==> config.mk <==
export PLATFORM = sky130hd
export DESIGN_NAME = press_contact_monitor
export DESIGN_NICKNAME = d
export VERILOG_FILES = /design/src/design/press_contact_monitor.v
export VERILOG_INCLUDE_DIRS = /design/src /design/src/design
export SDC_FILE = /design/constraint.sdc
export NUM_CORES = 1
export LEC_CHECK = 0
export ABC_AREA = 1
export BUFFER_PORTS_ARGS = -buffer_cell sky130_fd_sc_hd__buf_2
export CELL_PAD_IN_SITES_DETAIL_PLACEMENT = 0
export CELL_PAD_IN_SITES_GLOBAL_PLACEMENT = 2
export CORE_ASPECT_RATIO = 0.8
export CORE_UTILIZATION = 34
export DETAILED_ROUTE_END_ITERATION = 10
export PLACE_DENSITY = 0.94
export SETUP_SLACK_MARGIN = 0.15
export SYNTH_ARGS = -nofsm -noshare
export SYNTH_HDL_FRONTEND = slang
export SYNTH_SLANG_ARGS = --single-unit
==> constraint.sdc <==
create_clock -name clk_sys_in -period 3.1 [get_ports clk_sys_in]
set_input_delay 0 -clock clk_sys_in [delete_from_list [all_inputs] [get_ports clk_sys_in]]
set_output_delay 0 -clock clk_sys_in [all_outputs]
set_load 0.01 [all_outputs]
==> src/design/press_contact_defines.vh <==
// constants of the press contact monitor
`ifndef PRESS_CONTACT_DEFINES_VH
`define PRESS_CONTACT_DEFINES_VH
// clock rate in cycles per millisecond (100 MHz)
`define CYC_PER_MS        32'h0001_86A0
// rearm pulse limits, in their own units
`define REARM_MIN_SHORT_MS 32'h0000_0064
`define REARM_MIN_LONG_MS  32'h0000_015E
`define REARM_MAX_S        32'h0000_001E
`define MS_PER_S           32'h0000_03E8
// input vector positions
`define IN_W      6
`define IN_TOP    0
`define IN_LOW    1
`define IN_OVR    2
`define IN_DRV    3
`define IN_SHAFT  4
`define IN_REARM  5
// synchroniser settle time before monitoring starts
`define SETTLE_W   3
`define SETTLE_CYC 3'h4
// register map (byte addresses)
`define ADDR_W     4
`define ADDR_CFG   4'h0
`define ADDR_STAT  4'h4
// config fields
`define CFG_W        5
`define CFG_REARM_EN 0
`define CFG_MODE02   1
`define CFG_MIN_LONG 2
`define CFG_ERRF_EN  3
`define CFG_OVR_EN   4
`define CFG_RESET    5'h1F
// status fields
`define ST_RELEASE 0
`define ST_TOP     1
`define ST_UP      2
`define ST_PEND    3
`define ST_SEQ     4
`define ST_OVR     5
`define ST_W       6
// lower-zone pulse counter
`define LCNT_W 2
`define LCNT_0 2'h0
`define LCNT_1 2'h1
`define LCNT_2 2'h2
`endif

==> src/design/press_contact_monitor.v <==
// press cam contact sequence monitor with run permit and rearm
`timescale 1ns/1ps
`default_nettype none
`include "press_contact_defines.vh"
// Notes on behaviour
// - in one-pulse mode exactly one lower-zone pulse per press cycle, otherwise sequence fault
// - lower switch high at start keeps upstroke low during first press cycle
// - in 0-2 mode a second lower rise does not restart upstroke
// - in 0-2 mode no lower pulse keeps upstroke low all cycle
// - lower high at monitor start: next lower rise only after top flag fell
// - at overrun switch fall, drive must have risen after top or be high
// - shaft-ok low without fault: permit low, monitoring paused, faults kept
// - shaft-ok rise re-enters state implied by present switches
// - shaft-ok fall drops permit, top and upstroke flags, faults untouched
// - permit high when no fault and shaft-ok high
// - sequence fault drops permit, raises fault and rearm-pending
// - top flag high while top switch low, low on fault or shaft-ok low
// - upstroke set on lower rise, cleared by first top or lower fall, fault
// - rearm-pending held until valid rearm, permit never high meanwhile
// - every invalid top/lower switch sequence raises sequence fault, except while shaft-ok is low or a fault is latched
// - optional combined fault flag is high on either latched fault
// - valid rearm is high pulse between 100/350 ms and 30 s
// - one-pulse mode demands exactly one lower rise, while top switch high
// - lower switch still high at top switch rise is a sequence fault
// - with rearm disabled, faults clear only by restart (reset)
module press_contact_monitor #(
  parameter [31:0] REARM_MIN_SHORT_CYC = `REARM_MIN_SHORT_MS * `CYC_PER_MS,
  parameter [31:0] REARM_MIN_LONG_CYC  = `REARM_MIN_LONG_MS * `CYC_PER_MS,
  parameter [31:0] REARM_MAX_CYC       = `REARM_MAX_S * `MS_PER_S * `CYC_PER_MS
) (
  input  wire                clk_sys_in,
  input  wire                rstn_in,
  input  wire                top_zone_switch_in,
  input  wire                lower_zone_switch_in,
  input  wire                overrun_switch_in,
  input  wire                drive_cmd_in,
  input  wire                shaft_ok_in,
  input  wire                rearm_in,
  input  wire [`ADDR_W-1:0]  addr_in,
  input  wire [31:0]         wdata_in,
  input  wire                wr_in,
  input  wire                rd_in,
  output reg  [31:0]         rdata_out,
  output wire                run_permit_out,
  output wire                top_flag_out,
  output wire                upstroke_out,
  output wire                rearm_pending_out,
  output wire                seq_fault_out,
  output wire                overrun_fault_out,
  output wire                fault_flag_out
);

  function edge_of;
    input cur;
    input prv;
    input rising;
    begin
      edge_of = rising ? (cur & ~prv) : (~cur & prv);
    end
  endfunction

  wire [`IN_W-1:0] raw = {rearm_in, shaft_ok_in, drive_cmd_in,
                          overrun_switch_in, lower_zone_switch_in, top_zone_switch_in};
  reg  [`IN_W-1:0] s1_r;
  reg  [`IN_W-1:0] s2_r;
  reg  [`IN_W-1:0] s3_r;
  reg  [`IN_W-1:0] filt_r;
  reg  [`IN_W-1:0] prev_r;

  // three-stage synchroniser, change taken once stages two and three agree
  genvar gi;
  generate
    for (gi = 0; gi < `IN_W; gi = gi + 1)
    begin : g_sync
      always @(posedge clk_sys_in)
      begin
        if (!rstn_in)
        begin
          s1_r[gi]   <= 1'b0;
          s2_r[gi]   <= 1'b0;
          s3_r[gi]   <= 1'b0;
          filt_r[gi] <= 1'b0;
          prev_r[gi] <= 1'b0;
        end
        else
        begin
          s1_r[gi] <= raw[gi];
          s2_r[gi] <= s1_r[gi];
          s3_r[gi] <= s2_r[gi];
          if (s2_r[gi] == s3_r[gi])
            filt_r[gi] <= s3_r[gi];
          prev_r[gi] <= filt_r[gi];
        end
      end
    end
  endgenerate

  wire top_sw = filt_r[`IN_TOP];
  wire low_sw = filt_r[`IN_LOW];
  wire drv    = filt_r[`IN_DRV];
  wire shaft  = filt_r[`IN_SHAFT];
  wire rearm  = filt_r[`IN_REARM];

  wire top_rise   = edge_of(top_sw, prev_r[`IN_TOP], 1'b1);
  wire top_fall   = edge_of(top_sw, prev_r[`IN_TOP], 1'b0);
  wire low_rise   = edge_of(low_sw, prev_r[`IN_LOW], 1'b1);
  wire low_fall   = edge_of(low_sw, prev_r[`IN_LOW], 1'b0);
  wire ovr_fall   = edge_of(filt_r[`IN_OVR], prev_r[`IN_OVR], 1'b0);
  wire drv_rise   = edge_of(drv, prev_r[`IN_DRV], 1'b1);
  wire shaft_rise = edge_of(shaft, prev_r[`IN_SHAFT], 1'b1);
  wire rearm_fall = edge_of(rearm, prev_r[`IN_REARM], 1'b0);

  reg [`CFG_W-1:0]    cfg_r;
  reg [`SETTLE_W-1:0] settle_r;
  reg                 run_r;
  reg                 start_r;
  reg                 top_r;
  reg                 up_r;
  reg                 up_done_r;
  reg                 armed_r;
  reg                 drive_seen_r;
  reg                 seq_r;
  reg                 ovr_r;
  reg                 pend_r;
  reg                 permit_r;
  reg                 errf_r;
  reg [`LCNT_W-1:0]   lcnt_r;
  reg [31:0]          rcnt_r;

  reg                 top_nxt;
  reg                 up_nxt;
  reg                 up_done_nxt;
  reg                 armed_nxt;
  reg                 drive_seen_nxt;
  reg                 seq_nxt;
  reg                 ovr_nxt;
  reg                 pend_nxt;
  reg                 seq_err;
  reg                 ovr_err;
  reg [`LCNT_W-1:0]   lcnt_nxt;

  wire mode02   = cfg_r[`CFG_MODE02];
  wire [31:0] rearm_min = cfg_r[`CFG_MIN_LONG] ? REARM_MIN_LONG_CYC : REARM_MIN_SHORT_CYC;
  wire rearm_ok = cfg_r[`CFG_REARM_EN] & rearm_fall & (rcnt_r >= rearm_min) &
                  (rcnt_r <= REARM_MAX_CYC);
  wire faulted  = seq_r | ovr_r;
  wire active   = run_r & shaft & ~faulted;

  always @*
  begin
    top_nxt        = 1'b0;
    up_nxt         = 1'b0;
    up_done_nxt    = up_done_r;
    armed_nxt      = armed_r;
    drive_seen_nxt = drive_seen_r;
    lcnt_nxt       = lcnt_r;
    seq_err        = 1'b0;
    ovr_err        = 1'b0;
    if (active && (start_r || shaft_rise))
    begin
      // enter state implied by present switches
      top_nxt        = ~top_sw;
      up_nxt         = 1'b0;
      up_done_nxt    = 1'b0;
      armed_nxt      = ~low_sw;
      drive_seen_nxt = 1'b0;
      // lower already high: this cycle's lower pulse is under way
      lcnt_nxt       = low_sw ? `LCNT_1 : `LCNT_0;
    end
    else if (active)
    begin
      top_nxt = ~top_sw;
      up_nxt  = up_r;
      if (top_rise)
      begin
        // top flag falls: new press cycle begins
        if (low_sw)
          seq_err = 1'b1;
        armed_nxt   = 1'b1;
        up_done_nxt = 1'b0;
        lcnt_nxt    = `LCNT_0;
      end
      if (top_fall)
      begin
        // press back in top zone: end of cycle
        if (!mode02 && lcnt_r != `LCNT_1 && !low_rise)
          seq_err = 1'b1;
        drive_seen_nxt = 1'b0;
        up_nxt         = 1'b0;
      end
      if (low_rise)
      begin
        if (!top_sw)
          seq_err = 1'b1;
        if (!mode02 && lcnt_r != `LCNT_0)
          seq_err = 1'b1;
        if (mode02 && lcnt_r == `LCNT_2)
          seq_err = 1'b1;
        if (lcnt_r != `LCNT_2)
          lcnt_nxt = lcnt_r + `LCNT_1;
        if (armed_r && !up_done_r)
          up_nxt = 1'b1;
        up_done_nxt = 1'b1;
      end
      if (low_fall)
        up_nxt = 1'b0;
      // cleared when the top flag rises, so any later drive rise counts
      if (drv_rise)
        drive_seen_nxt = 1'b1;
      if (cfg_r[`CFG_OVR_EN] && ovr_fall && !(drive_seen_r || drv))
        ovr_err = 1'b1;
      if (seq_err || ovr_err)
      begin
        top_nxt = 1'b0;
        up_nxt  = 1'b0;
      end
    end
    // faults latch; a valid rearm clears them
    seq_nxt  = (seq_r & ~rearm_ok) | seq_err;
    ovr_nxt  = (ovr_r & ~rearm_ok) | ovr_err;
    pend_nxt = (pend_r & ~rearm_ok) | seq_err | ovr_err;
  end

  always @(posedge clk_sys_in)
  begin
    if (!rstn_in)
    begin
      settle_r     <= {`SETTLE_W{1'b0}};
      run_r        <= 1'b0;
      start_r      <= 1'b0;
      top_r        <= 1'b0;
      up_r         <= 1'b0;
      up_done_r    <= 1'b0;
      armed_r      <= 1'b0;
      drive_seen_r <= 1'b0;
      seq_r        <= 1'b0;
      ovr_r        <= 1'b0;
      pend_r       <= 1'b0;
      permit_r     <= 1'b0;
      errf_r       <= 1'b0;
      lcnt_r       <= `LCNT_0;
      rcnt_r       <= 32'h0000_0000;
    end
    else
    begin
      if (settle_r != `SETTLE_CYC)
        settle_r <= settle_r + 3'h1;
      run_r        <= (settle_r == `SETTLE_CYC);
      start_r      <= (run_r == 1'b0 && settle_r == `SETTLE_CYC) | rearm_ok;
      top_r        <= top_nxt;
      up_r         <= up_nxt;
      up_done_r    <= up_done_nxt;
      armed_r      <= armed_nxt;
      drive_seen_r <= drive_seen_nxt;
      lcnt_r       <= lcnt_nxt;
      seq_r        <= seq_nxt;
      ovr_r        <= ovr_nxt;
      pend_r       <= pend_nxt;
      permit_r     <= run_r & shaft & ~seq_nxt & ~ovr_nxt & ~pend_nxt;
      errf_r       <= cfg_r[`CFG_ERRF_EN] & (seq_nxt | ovr_nxt);
      // rearm high time, saturating just above the upper limit
      if (!rearm)
        rcnt_r <= 32'h0000_0000;
      else if (rcnt_r <= REARM_MAX_CYC)
        rcnt_r <= rcnt_r + 32'h0000_0001;
    end
  end

  // register port
  wire [`ST_W-1:0] status = {ovr_r, seq_r, pend_r, up_r, top_r, permit_r};

  always @(posedge clk_sys_in)
  begin
    if (!rstn_in)
    begin
      cfg_r     <= `CFG_RESET;
      rdata_out <= 32'h0000_0000;
    end
    else
    begin
      if (wr_in && addr_in == `ADDR_CFG)
        cfg_r <= wdata_in[`CFG_W-1:0];
      if (rd_in && addr_in == `ADDR_CFG)
        rdata_out <= {{(32-`CFG_W){1'b0}}, cfg_r};
      else if (rd_in && addr_in == `ADDR_STAT)
        rdata_out <= {{(32-`ST_W){1'b0}}, status};
      else
        rdata_out <= 32'h0000_0000;
    end
  end

  assign run_permit_out    = permit_r;
  assign top_flag_out      = top_r;
  assign upstroke_out      = up_r;
  assign rearm_pending_out = pend_r;
  assign seq_fault_out     = seq_r;
  assign overrun_fault_out = ovr_r;
  assign fault_flag_out    = errf_r;

endmodule
`default_nettype wire

Yosys cells after proc, flatten, opt, wreduce, memory -nomap -nowiden
Index checks and enable logic that the tools add are counted.
Word-level totals
  word-level logic and storage cells: 182
  register bits: 116
Operators by class
  reduce and logical (&&, ||, !) cells: 33
  bitwise gates (word level): 44
  magnitude comparators: 2
  multiplexer cells: 39
  add/subtract/negate cells: 3
  equality and inequality tests: 12
Operator list (number)
  $add 32x1->32 const B: 1
  $ge 32x26->1: 1
  $le 32x32->1 const B: 1
  $mux 1: 31
  $mux 26: 1
  $and 1x1->1: 20
  $not 1->1: 17
  $logic_and 1x1->1: 12
  $mux 2: 5
  $mux 5: 2
  $reduce_bool 2->1: 5
  $reduce_and 2->1: 4
  $or 1x1->1: 7
  $eq 1x1->1: 6
  $reduce_or 5->1: 1
  $eq 4x3->1 const B: 1
  $logic_not 1->1: 4
  $logic_not 4->1: 1
  $reduce_or 2->1: 2
  $add 3x1->3 const B: 1
  $eq 3x3->1 const B: 1
  $logic_or 1x1->1: 3
  $ne 3x3->1 const B: 1
  $reduce_or 3->1: 1
  4 further kinds: 4

Logic depth before layout (Yosys ltp)
Gate-level depths: netlist (run 1).
  depth in word-level cells: 19
  depth in mapped cells: 15

Worst setup path after synthesis (run 1)
No wires, ideal clock.
  kind: register to register
  start: register cfg_r[2]
  end: register permit_r, in the netlist run_permit_out
  cell stages (with the launch flop): 13
  period minus slack after synthesis: 1696 ps
  buffers on the path: 0
  data required time: 3036 ps
  arrival: 1632 ps
  slack: 1404 ps
  path through: dfxtp_1 > inv_1 > ha_1 > nand2_1 > nor3_1 > o21ai_0 > nand2_1 > nand2_1 > nand2_1 > nand2_2 > a21oi_1 > nand2_1 > nor2_1
On the way
  longest elaborated chain between the ends: 11
Ends and longest elaborated chain
  start, declared: line press_contact_monitor.v:113  | reg [`CFG_W-1:0] cfg_r;
  start signal, assigned: line press_contact_monitor.v:276  | cfg_r <= `CFG_RESET;
  start signal, assigned: line press_contact_monitor.v:282  | cfg_r <= wdata_in[`CFG_W-1:0];
  $mux 26 (*): line press_contact_monitor.v:143  | wire [31:0] rearm_min = cfg_r[`CFG_MIN_LONG] ? REARM_MIN_LONG_CYC : REARM_MIN_SHORT_CYC;
  $ge 32x26->1 (*): line press_contact_monitor.v:144  | wire rearm_ok = cfg_r[`CFG_REARM_EN] & rearm_fall & (rcnt_r >= rearm_min) &
  $and 1x1->1 (*) (2 in series): line press_contact_monitor.v:144
  $not 1->1 (*): line press_contact_monitor.v:219, press_contact_monitor.v:220, press_contact_monitor.v:221
  $and 1x1->1: line press_contact_monitor.v:219  | seq_nxt = (seq_r & ~rearm_ok) | seq_err;
  $or 1x1->1: line press_contact_monitor.v:219
  $not 1->1: line press_contact_monitor.v:259  | permit_r <= run_r & shaft & ~seq_nxt & ~ovr_nxt & ~pend_nxt;
  $and 1x1->1 (2 in series): line press_contact_monitor.v:259
  $and 1x1->1 (*): line press_contact_monitor.v:259
  end signal, assigned: line press_contact_monitor.v:259
  end, declared: line press_contact_monitor.v:125  | reg permit_r;
Every way passes the cells marked *; elsewhere a longest branch is shown, timed or not.
A chain may end at the register's enable or synchronous reset.

Worst setup path in the final report (run 1)
Same ends and word-level chain as after synthesis.

==> results.yml, run 1 <==
run_status:
  status: "finished, final reports clean"
synthesis:
  synth_top_area_cell: "dfxtp_1"
  synth_edf_count: 0
  yosysWarnings: 0
  syn_avg_cell_area_um2: 7.190
  ys_ff_latch: 90
  yosysSeqAreaShare_pct: 38.02
  yosys.area.top_type_share_pct: 38.02
  postSynth.asyncResetShare_pct: 0
  syn_inst: 659
  syn_area_um2: 4738
  synth_area_leaders: "dfxtp_1 38%, nand2_1 11%, inv_1 6.7%"
  ys_types: 42
  ys.flop_type: "dfxtp_1"
detailed_routing:
  avgViaCountPerCell: 4.726
  via_count: 4173
  wl_met3_um: 662
  drt_iter0_drc: 371
  antenna_left: 0
  m1WireLength_um: 5767
  wire_per_inst_um: 12.78
  wirelength_um: 11290
  wl_met2_um: 4688
  drcViolationCount: 0
  top_layer_used: "met4"
  firstDrtPassIters: 5
die:
  die_h_um: 107.6
  core-area_um2: 13600
  start_util_pct: 34.85
  num_rows: 38
  fp.dieW_um: 134.0
  io_pins: 85
  dieArea_um2: 14420
hold_path:
  hp-class: "input port to flip-flop"
grt:
  grt_max_degree: 35
  grt_first_pass_wirelength_um: 18780
  grt_pass1_vias: 3809
  grt_use_total_pct: 16.74
  antenna_found_initial: 0
  grt-ovfl-total: 0
timing:
  rsz0062_at_grt: "false"
  worstMarginPinSlew_ns: 1.153
  hold_viol: 0
  max_freq_ghz: 0.4517
  timing.hold.ws_ns: 0.04679
  finalMaxSlewViolations: 0
  relSlewSlack_pct: 22.42
  setup_viol: 0
  period_share_pct: 71.42
  clock_skew_ns: 0.005952
  finalSetupTns_ns: 0
  finalCriticalPeriod_ns: 2.214
critical_path:
  cpPeakStageDelay_ns: 0.54
  worst_path_most_repeated_cell: "nand2_1"
  crit_slowest_cell: "dfxtp_1"
  path_buf_inv: 1
  worstPathRequired_ns: 3.38
  path_cells: "inv_1 -> ha_1 -> nand2_1 -> nor3_1 -> o21ai_0 -> nand2_1 -> nand2_1 -> nand2_1 -> nand2_2 -> a21oi_1 -> nand2_1 -> nor2_1"
  critical_path_arrival_ns: 2.50
  path_delay_family: "simple AND/OR/NAND/NOR gates"
  start_kind: "flip-flop"
  crit_type: "flip-flop to flip-flop"
  crit_path_end_kind: "flip-flop"
  path_max_fanout: 6
placement:
  hpwl_um: 8357
  dp_cells: 854
  portBuffers: 31
  postPlaceCellArea_um2: 4922
  place.gp.congestion: 0.9215
power_and_ir_drop:
  p_switching_mw: 0.5984
  comb_power_share_pct: 5.1
  power.total_mw: 2.478
  seqPwrFrac_pct: 48.7
  p_clk_share_pct: 46.2
  p_leak_nw: 2.332
  internal_power_mw: 1.880
  power_density_nw_per_um2: 462.3
  sw_frac_of_total_pct: 24.15
  vdd_drop_max_mv: 0.2673
cts:
  cts.sinks: 90
  post_cts_buffers: 0
  numCtsBuffers: 9
  ctsHtreeMaxLevel: 3
  ctsHoldBuffers: 13
  root_buffer: "clkbuf_16"
  ctsResizeCount: 0
  clk_pin_slew_ns: 0.07
  insertion_delay_ns: 0.35
  cts_tree: "done"
  clockBufferDepth: 2
layout:
  multi_input_area_um2: 2377
  drive_gt1_share_pct: 12.66
  area_delta_synth_final_pct: 13.12
  nFillCells: 1410
  postLayoutCellArea_um2: 5360
  antenna_cells: 0
  finalNonFillerCells: 883
  seq_area_um2: 1802
  nets: 757
job:
  max-cap-violations: 0
## routing by layer
metal / global-route usage, % / up-vias
li1: - / 2164
met1: 24.01 / 1886
met2: 24.28 / 108
met3: 4.331 / 15
met4: 4.951 / 0
met5: 0 / -
## registers in the layout (all words and copies together), names as in the netlist, 3 cells and up
name,flops
prev_r,6
cfg_r,5
s1_r,6
rcnt_r,32
s3_r,6
s2_r,6
settle_r,3
rdata_out,6
## synthesized netlist by cell type, types with 3 or more instances
library cell and n:
inv_2 5, nand2_1 141, nand4_1 15, nor2_1 58
nor2_2 6, buf_6 5, o21ai_0 21, ha_1 13
xor2_1 11, nor3_2 12, o31ai_1 4, dfxtp_1 90
inv_1 84, xnor2_1 3, a31oi_1 6, nor3_1 29
o21ai_1 4, o21bai_1 7, buf_2 4, a21oi_1 52
buf_4 27, nand2_2 6, nand3_1 25, clkbuf_1 7
## power by group through the flow
stage               logic [mW]  registers, mW  clock network, mW
floorplan                0.108           1.23                  0
global placement         0.109           1.23                  0
finish                   0.126           1.21               1.14
CTS                      0.127           1.21               1.18
detailed placement       0.115           1.23                  0
global route             0.147           1.21               1.23
## stage by stage
step	utilization, %	worst slack [ns]
after floorplan	-	1.404
after global placement	36.20	0.9244
after detailed placement	36.20	0.8996
after CTS	39.42	0.8741
after global routing	39.42	0.6655
final	39.42	0.8860
## cells in the final DEF (no fill, tap or decap), types with 9 or more instances in the layout
master | synthesis | final
xor2_1 | 11 | 11
nand3_1 | 25 | 25
inv_1 | 84 | 84
dfxtp_1 | 90 | 90
nand4_1 | 15 | 15
o21ai_0 | 21 | 21
nor3_1 | 29 | 29
nor2_1 | 58 | 58
a21oi_1 | 52 | 52
nand2_1 | 141 | 141
buf_2 | 4 | 31
clkbuf_16 | 0 | 9
nor3_2 | 12 | 12
ha_1 | 13 | 13
dlygate4sd3_1 | 0 | 13
conb_1 | 1 | 26
## area by class of cell
cell class / count / area share (%)
tap: 180 / 4.202
inverter: 92 / 6.489
multi-input combinational: 459 / 44.35
clock inverter: 7 / 1.541
timing repair buffer: 46 / 5.602
clock buffer: 9 / 4.202
sequential: 90 / 33.61
## cell families (layout without fill, tap and decap cells)
kind of cell / after synthesis / count (layout) / share of synthesized area [%]
AOI/OAI and AO/OA: 99 / 99 / 11.57
xor gates and xnor gates: 14 / 14 / 2.588
adders and majority gates: 13 / 13 / 3.433
buffers and inverters: 135 / 154 / 13.78
DFF: 90 / 90 / 38.02
other: 1 / 26 / 0.07914
and+or+nand+nor: 307 / 307 / 30.53
## final timing paths
path	start	to	slack [ns]	cells past startpoint
worst max-delay path	cfg_r[2]$_SDFFE_PN1P_	run_permit_out$_SDFF_PN0_	0.89	12
worst min-delay path	addr_in[0]	rdata_out[4]$_SDFF_PN0_	0.05	4
worst max register to register	cfg_r[2]$_SDFFE_PN1P_	run_permit_out$_SDFF_PN0_	0.89	12
worst min register to register	s1_r[0]$_SDFF_PN0_	s2_r[0]$_SDFF_PN0_	0.41	2
## worst min-delay path, stage by stage
cell,delay [ns]
buf_2,0.09
nor2_1,0.06
nand4_1,0.12
a21oi_1,0.08
(Power assumes the default switching activity.)
==> inputs of run 2 (changes only) <==
--- a/config.mk
+++ b/config.mk
@@ -6,14 +6,14 @@
 export SDC_FILE = /design/constraint.sdc
 export NUM_CORES = 1
 export LEC_CHECK = 0
-export ABC_AREA = 1
+export ABC_AREA = 0
 export BUFFER_PORTS_ARGS = -buffer_cell sky130_fd_sc_hd__buf_2
 export CELL_PAD_IN_SITES_DETAIL_PLACEMENT = 0
 export CELL_PAD_IN_SITES_GLOBAL_PLACEMENT = 2
 export CORE_ASPECT_RATIO = 0.8
-export CORE_UTILIZATION = 34
+export CORE_UTILIZATION = 33
 export DETAILED_ROUTE_END_ITERATION = 10
-export PLACE_DENSITY = 0.94
+export PLACE_DENSITY = 0.88
 export SETUP_SLACK_MARGIN = 0.15
 export SYNTH_ARGS = -nofsm -noshare
 export SYNTH_HDL_FRONTEND = slang
==> constraint.sdc (replaced) <==
create_clock -name clk_sys_in -period 2.14 [get_ports clk_sys_in]
set_input_delay 0 -clock clk_sys_in [delete_from_list [all_inputs] [get_ports clk_sys_in]]
set_output_delay 0 -clock clk_sys_in [all_outputs]
set_load 0.01 [all_outputs]
==> results.yml, run 2 <==
cts:
  numCtsBuffers: 9
  cts.sinks: 90
  clk_pin_slew_ns: 0.06
  ctsHtreeMaxLevel: 3
  insertion_delay_ns: 0.34
  clockBufferDepth: 2
  cts_tree: "done"
  root_buffer: "clkbuf_16"
detailed_routing:
  avgViaCountPerCell: 4.854
  wl_met3_um: 581
  via_count: 3689
  drt_iter0_drc: 154
  wl_met2_um: 4725
  wirelength_um: 10660
  m1WireLength_um: 5164
  antenna_left: 0
  drcViolationCount: 0
  top_layer_used: "met4"
  wire_per_inst_um: 14.03
  firstDrtPassIters: 4
synthesis:
  synth.top_cells.by_count: "90 x dfxtp_1, 39 x nor2_1, 37 x nand2_1"
  synth_area_leaders: "dfxtp_1 42%, buf_4 4.7%, xnor2_1 3.9%"
  syn_area_um2: 4272
  ys_types: 61
  yosysSeqAreaShare_pct: 42.18
  yosysWarnings: 0
  synth_edf_count: 0
  synthMostInstantiatedCell: "dfxtp_1"
  syn_avg_cell_area_um2: 8.881
  synth_top_area_cell: "dfxtp_1"
  ys_ff_latch: 90
  postSynth.asyncResetShare_pct: 0
  syn_inst: 481
  yosys.area.top_type_share_pct: 42.18
  ys.flop_type: "dfxtp_1"
critical_path:
  path_buf_inv: 1
  crit_slowest_cell: "or4_4"
  start_kind: "flip-flop"
  cpPeakStageDelay_ns: 0.49
  path_cells: "or3_4 -> buf_6 -> or4_4 -> a211o_4 -> a21oi_4 -> a211oi_4 -> o31ai_2"
  rrSetupSlack_ns: -0.15
  path_max_fanout: 6
  crit_type: "flip-flop to flip-flop"
  worstPathRequired_ns: 2.39
  path_delay_family: "compound AO/OA/AOI/OAI gates"
  critical_path_arrival_ns: 2.54
  crit_path_end_kind: "flip-flop"
placement:
  place_ws_ns: -0.1897
  hpwl_um: 6928
  portBuffers: 31
  place.gp.congestion: 0.7952
die:
  io_pins: 85
  dieArea_um2: 13410
  num_rows: 36
  start_util_pct: 34.48
  die_h_um: 103.8
  fp.dieW_um: 129.2
  core-area_um2: 12390
timing:
  hold_viol: 0
  rsz0062_at_grt: "true"
  setup_viol: 37
  finalCriticalPeriod_ns: 2.291
  worstMarginPinSlew_ns: 0.5440
  finalMaxSlewViolations: 0
  relSlewSlack_pct: 63.23
  max_freq_ghz: 0.4364
  clock_skew_ns: 0.006141
  setup_ws_ns: -0.1515
  period_share_pct: 107.1
grt:
  grt-ovfl-total: 0
  grt_pass1_vias: 3435
  antenna_found_initial: 0
  grt_first_pass_wirelength_um: 17090
  grt_use_total_pct: 16.35
  grt_max_degree: 50
layout:
  nFillCells: 1167
  nets: 643
  mostFrequentLayoutCell: "dfxtp_1"
  layout_common_cells: "88 x dfxtp_1, 59 x buf_4, 39 x nor2_1"
  largest_reg_flops: 32
  fin_util_pct: 47.08
  drive_gt1_share_pct: 29.37
  antenna_cells: 0
  area_delta_synth_final_pct: 36.53
  top_register: "rcnt_r"
power_and_ir_drop:
  vdd_drop_max_mv: 0.4402
  p_switching_mw: 0.7334
  internal_power_mw: 2.707
  p_leak_nw: 2.192
  power_density_nw_per_um2: 589.9
  sw_frac_of_total_pct: 21.32
  p_clk_share_pct: 46.4
  seqPwrFrac_pct: 49.8
  comb_power_share_pct: 3.8
run_status:
  violations: "negative setup slack"
  status: "complete, but fails checks"
hold_path:
  hp-class: "input port to flip-flop"
job:
  max-cap-violations: 0
## run 2: changes by cell type in the layout (fill, tap and decap cells not counted), moves of 23 or more
cell,previous run,this run
a21oi_1,52,10
and2_1,1,26
nand2_1,141,37
buf_4,2,59
inv_1,84,19
nor3_1,29,6
## run 2: worst paths after layout
path                           startpoint                         to  cells past startpoint
setup / recovery  rcnt_r[30]$_SDFFE_PN0N_  fault_flag_out$_SDFF_PN0_                      7
hold / removal                      rd_in    rdata_out[5]$_SDFF_PP0_                      3
setup reg to reg  rcnt_r[30]$_SDFFE_PN0N_  fault_flag_out$_SDFF_PN0_                      7
hold reg to reg        s1_r[4]$_SDFF_PN0_         s2_r[4]$_SDFF_PN0_                      1
## run 2: stage by stage
| stage | power (mW) | hold WS (ns) | TNS (ns) | std cells | instance area (um^2) |
|---|---|---|---|---|---|
| floorplan | 1.866 | 0.1250 | -0.09027 | 506 | 4392 |
| global placement | 1.860 | 0.2059 | -2.079 | 717 | 4885 |
| detailed placement | 1.864 | 0.2103 | -3.261 | 717 | 4885 |
| CTS | 3.488 | 0.03053 | -2.147 | 758 | 5688 |
| global route | 3.570 | 0.07977 | -5.788 | 760 | 5832 |
| finish | 3.440 | 0.04409 | -3.055 | 760 | 5832 |
## run 2: timing repair
item | CTS | global route
buffers inserted | 8 | 2
setup endpoints to repair | 38 | 38
pin swaps | 35 | 18
cloned | 4 | 0
resized for setup | 50 | 25
endpoints found under the hold margin | 13 | 0
hold buffers | 13 | 0
## run 2: area by class of cell
class | instances | area [um^2] | share of cell area [%]
well taps | 171 | 214.0 | 3.669
clock inverters | 3 | 47.55 | 0.8153
multi-input cells | 351 | 2559 | 43.87
flip-flops and latches | 90 | 1804 | 30.94
clock buffers | 13 | 250.2 | 4.291
inverters | 19 | 71.32 | 1.223
repair buffers | 113 | 885.9 | 15.19
## run 2: power groups by stage
stage / clock network, mW / registers, mW / logic [mW]
after floorplan: 0 / 1.75 / 0.118
after CTS: 1.64 / 1.71 / 0.131
final: 1.60 / 1.71 / 0.131
after global placement: 0 / 1.75 / 0.110
after global routing: 1.70 / 1.72 / 0.149
after detailed placement: 0 / 1.75 / 0.113
## run 2: kinds of logic (layout without fill, tap and decap cells)
group	count (synthesis)	after routing	share of synthesized area (%)
AOI/OAI and AO/OA	77	77	12.74
xor gates and xnor gates	24	24	4.921
adders and majority gates	13	13	3.808
buffers and inverters	66	148	8.582
DFF	90	90	42.18
muxes	11	11	2.578
other	1	26	0.08779
and+or+nand+nor	199	200	25.10
## run 2: worst min-delay path, cell delays in order
cell and delay [ns]:
buf_2 0.10, nand3_1 0.17, nor2_1 0.07
## run 2: per-layer routing
metal	vias to the layer above	global-route usage [%]
li1	1843	-
met1	1720	22.31
met2	112	25.00
met3	14	3.099
met4	0	6.807
met5	-	0
==> inputs of run 3 (changes only) <==
--- a/config.mk
+++ b/config.mk
@@ -8,12 +8,10 @@
 export LEC_CHECK = 0
 export ABC_AREA = 0
 export BUFFER_PORTS_ARGS = -buffer_cell sky130_fd_sc_hd__buf_2
-export CELL_PAD_IN_SITES_DETAIL_PLACEMENT = 0
-export CELL_PAD_IN_SITES_GLOBAL_PLACEMENT = 2
 export CORE_ASPECT_RATIO = 0.8
-export CORE_UTILIZATION = 33
+export CORE_UTILIZATION = 45
 export DETAILED_ROUTE_END_ITERATION = 10
-export PLACE_DENSITY = 0.88
+export PLACE_DENSITY = 0.75
 export SETUP_SLACK_MARGIN = 0.15
 export SYNTH_ARGS = -nofsm -noshare
 export SYNTH_HDL_FRONTEND = slang
==> results.yml, run 3 (synthesized netlist as in run 2, its figures left out) <==
critical_path:
  crit_type: "flip-flop to flip-flop"
  worstReg2RegEnd: "rcnt_r[30]$_SDFFE_PN0N_"
  critical_path_arrival_ns: 2.57
  path_max_fanout: 6
  worstPathRequired_ns: 2.41
  start_kind: "flip-flop"
  r2r-start: "rcnt_r[19]$_SDFFE_PN0N_"
  reg2regPathDepth: 8
  rrSetupSlack_ns: -0.16
  crit_path_end_kind: "flip-flop"
die:
  core-area_um2: 9115
  num_rows: 31
  fp.dieW_um: 110.9
  io_pins: 85
  start_util_pct: 46.86
  die_h_um: 89.15
  dieArea_um2: 9889
cts:
  cts.sinks: 90
  cts_tree: "done"
  clk_pin_slew_ns: 0.07
  numCtsBuffers: 9
  root_buffer: "clkbuf_16"
  clockBufferDepth: 2
  insertion_delay_ns: 0.35
  ctsHtreeMaxLevel: 3
hold_path:
  min_path_cells: 3
  hold_path_startpoint: "rstn_in"
  hp-class: "input port to flip-flop"
  holdPathEnd: "armed_r$_SDFFE_PN0P_"
detailed_routing:
  drcViolationCount: 0
  drt_iter0_drc: 297
  firstDrtPassIters: 5
  via_count: 3799
  wire_per_inst_um: 15.58
  antenna_left: 0
  wirelength_um: 10860
  avgViaCountPerCell: 5.451
grt:
  antenna_found_initial: 0
  grt-ovfl-total: 0
  grt_max_degree: 36
  grt_pass1_vias: 3531
  grt_first_pass_wirelength_um: 16820
  grt_use_total_pct: 21.48
timing:
  setup_ws_ns: -0.1591
  worstMarginPinSlew_ns: 0.5334
  period_share_pct: 107.4
  timing.hold.ws_ns: 0.03206
  finalCriticalPeriod_ns: 2.299
  rsz0062_at_grt: "true"
  finalMaxSlewViolations: 0
  setup_viol: 35
  finalSetupTns_ns: -3.085
  clock_skew_ns: 0.006514
  max_freq_ghz: 0.4350
  relSlewSlack_pct: 63.94
  hold_viol: 0
layout:
  area_delta_synth_final_pct: 29.20
  antenna_cells: 0
  mostFrequentLayoutCell: "dfxtp_1"
  postLayoutCellArea_um2: 5519
  layout_common_cells: "87 x dfxtp_1, 49 x buf_4, 39 x nor2_1"
  top_register: "rcnt_r"
  largest_reg_flops: 32
  nets: 636
  drive_gt1_share_pct: 25.77
  fin_util_pct: 60.55
placement:
  place.gp.congestion: 0.8661
  hpwl_um: 6775
  portBuffers: 31
  postPlaceCellArea_um2: 4747
  place_ws_ns: -0.2267
power_and_ir_drop:
  comb_power_share_pct: 4.0
  power_density_nw_per_um2: 610.4
  p_switching_mw: 0.7990
  internal_power_mw: 2.570
  vdd_drop_max_mv: 0.6596
  seqPwrFrac_pct: 50.8
  p_clk_share_pct: 45.2
  p_leak_nw: 2.131
  sw_frac_of_total_pct: 23.72
run_status:
  violations: "negative setup slack"
  status: "complete, but fails checks"
job:
  max-cap-violations: 0
[run 3: changes by cell type in the layout (fill, tap and decap cells not counted), sizes merged]
cell	delta
inv	+3
buf	-12
bufinv	-1
dlygate4sd3	+4
clkinvlp	+2
clkbuf	-3
[run 3: layout make-up]
cell class | instances | area, um^2
sequential | 90 | 1808
clock buffer | 9 | 225.2
tap | 115 | 143.9
clock inverter | 7 | 60.06
inverter | 19 | 71.32
fill | 728 | 3596
timing repair buffer | 106 | 812.0
multi-input combinational | 351 | 2399
[run 3: worst max-delay path by stage]
stage | depth (start not counted) | to | start
CTS | 6 | run_permit_out$_SDFF_PN0_ | rcnt_r[30]$_SDFFE_PN0N_
floorplan | 6 | run_permit_out$_SDFF_PN0_ | rcnt_r[30]$_SDFFE_PN0N_
finish | 8 | rcnt_r[30]$_SDFFE_PN0N_ | rcnt_r[19]$_SDFFE_PN0N_
global placement | 9 | run_permit_out$_SDFF_PN0_ | cfg_r[2]$_SDFFE_PN1P_
global route | 8 | rcnt_r[15]$_SDFFE_PN0N_ | rcnt_r[30]$_SDFFE_PN0N_
detailed placement | 9 | run_permit_out$_SDFF_PN0_ | cfg_r[2]$_SDFFE_PN1P_
[run 3: metrics by stage]
step | total power, mW | std cells
floorplan | 1.866 | 506
detailed placement | 1.865 | 652
CTS | 3.391 | 694
global route | 3.489 | 697
global placement | 1.858 | 652
finish | 3.369 | 697
[run 3: power groups by stage]
stage,sequential [mW],clock [mW],combinational (mW)
2_1_floorplan,1.75,0,0.118
6_report,1.71,1.52,0.133
3_3_place_gp,1.75,0,0.108
3_5_place_dp,1.75,0,0.113
5_1_grt,1.71,1.62,0.152
4_1_cts,1.71,1.55,0.133
[run 3: per-layer routing]
layer / GRT usage [%] / vias to the layer above / share of wire (%)
li1: - / 1824 / -
met1: 26.18 / 1773 / 43
met2: 37.72 / 174 / 48
met3: 4.678 / 28 / 6.7
met4: 8.485 / 0 / 2.4
met5: 0 / - / 0
[run 3: worst max-delay path, stage by stage, from the launching register on]
cell	delay (ns)
dfxtp_2	0.33
nor4_4	0.30
buf_4	0.17
and3_4	0.20
a2111oi_4	0.08
buf_4	0.19
or3_4	0.38
or4_1	0.42
a21oi_1	0.15
[run 3: repair_timing]
action                                  4_1_cts  5_1_grt
hold endpoints to repair                     12        0
resized for setup                            25       26
hold buffers                                 17        0
cloned                                        3        1
buffers inserted                              6        2
pin swaps                                    17       13
endpoints found under the setup margin       38       38
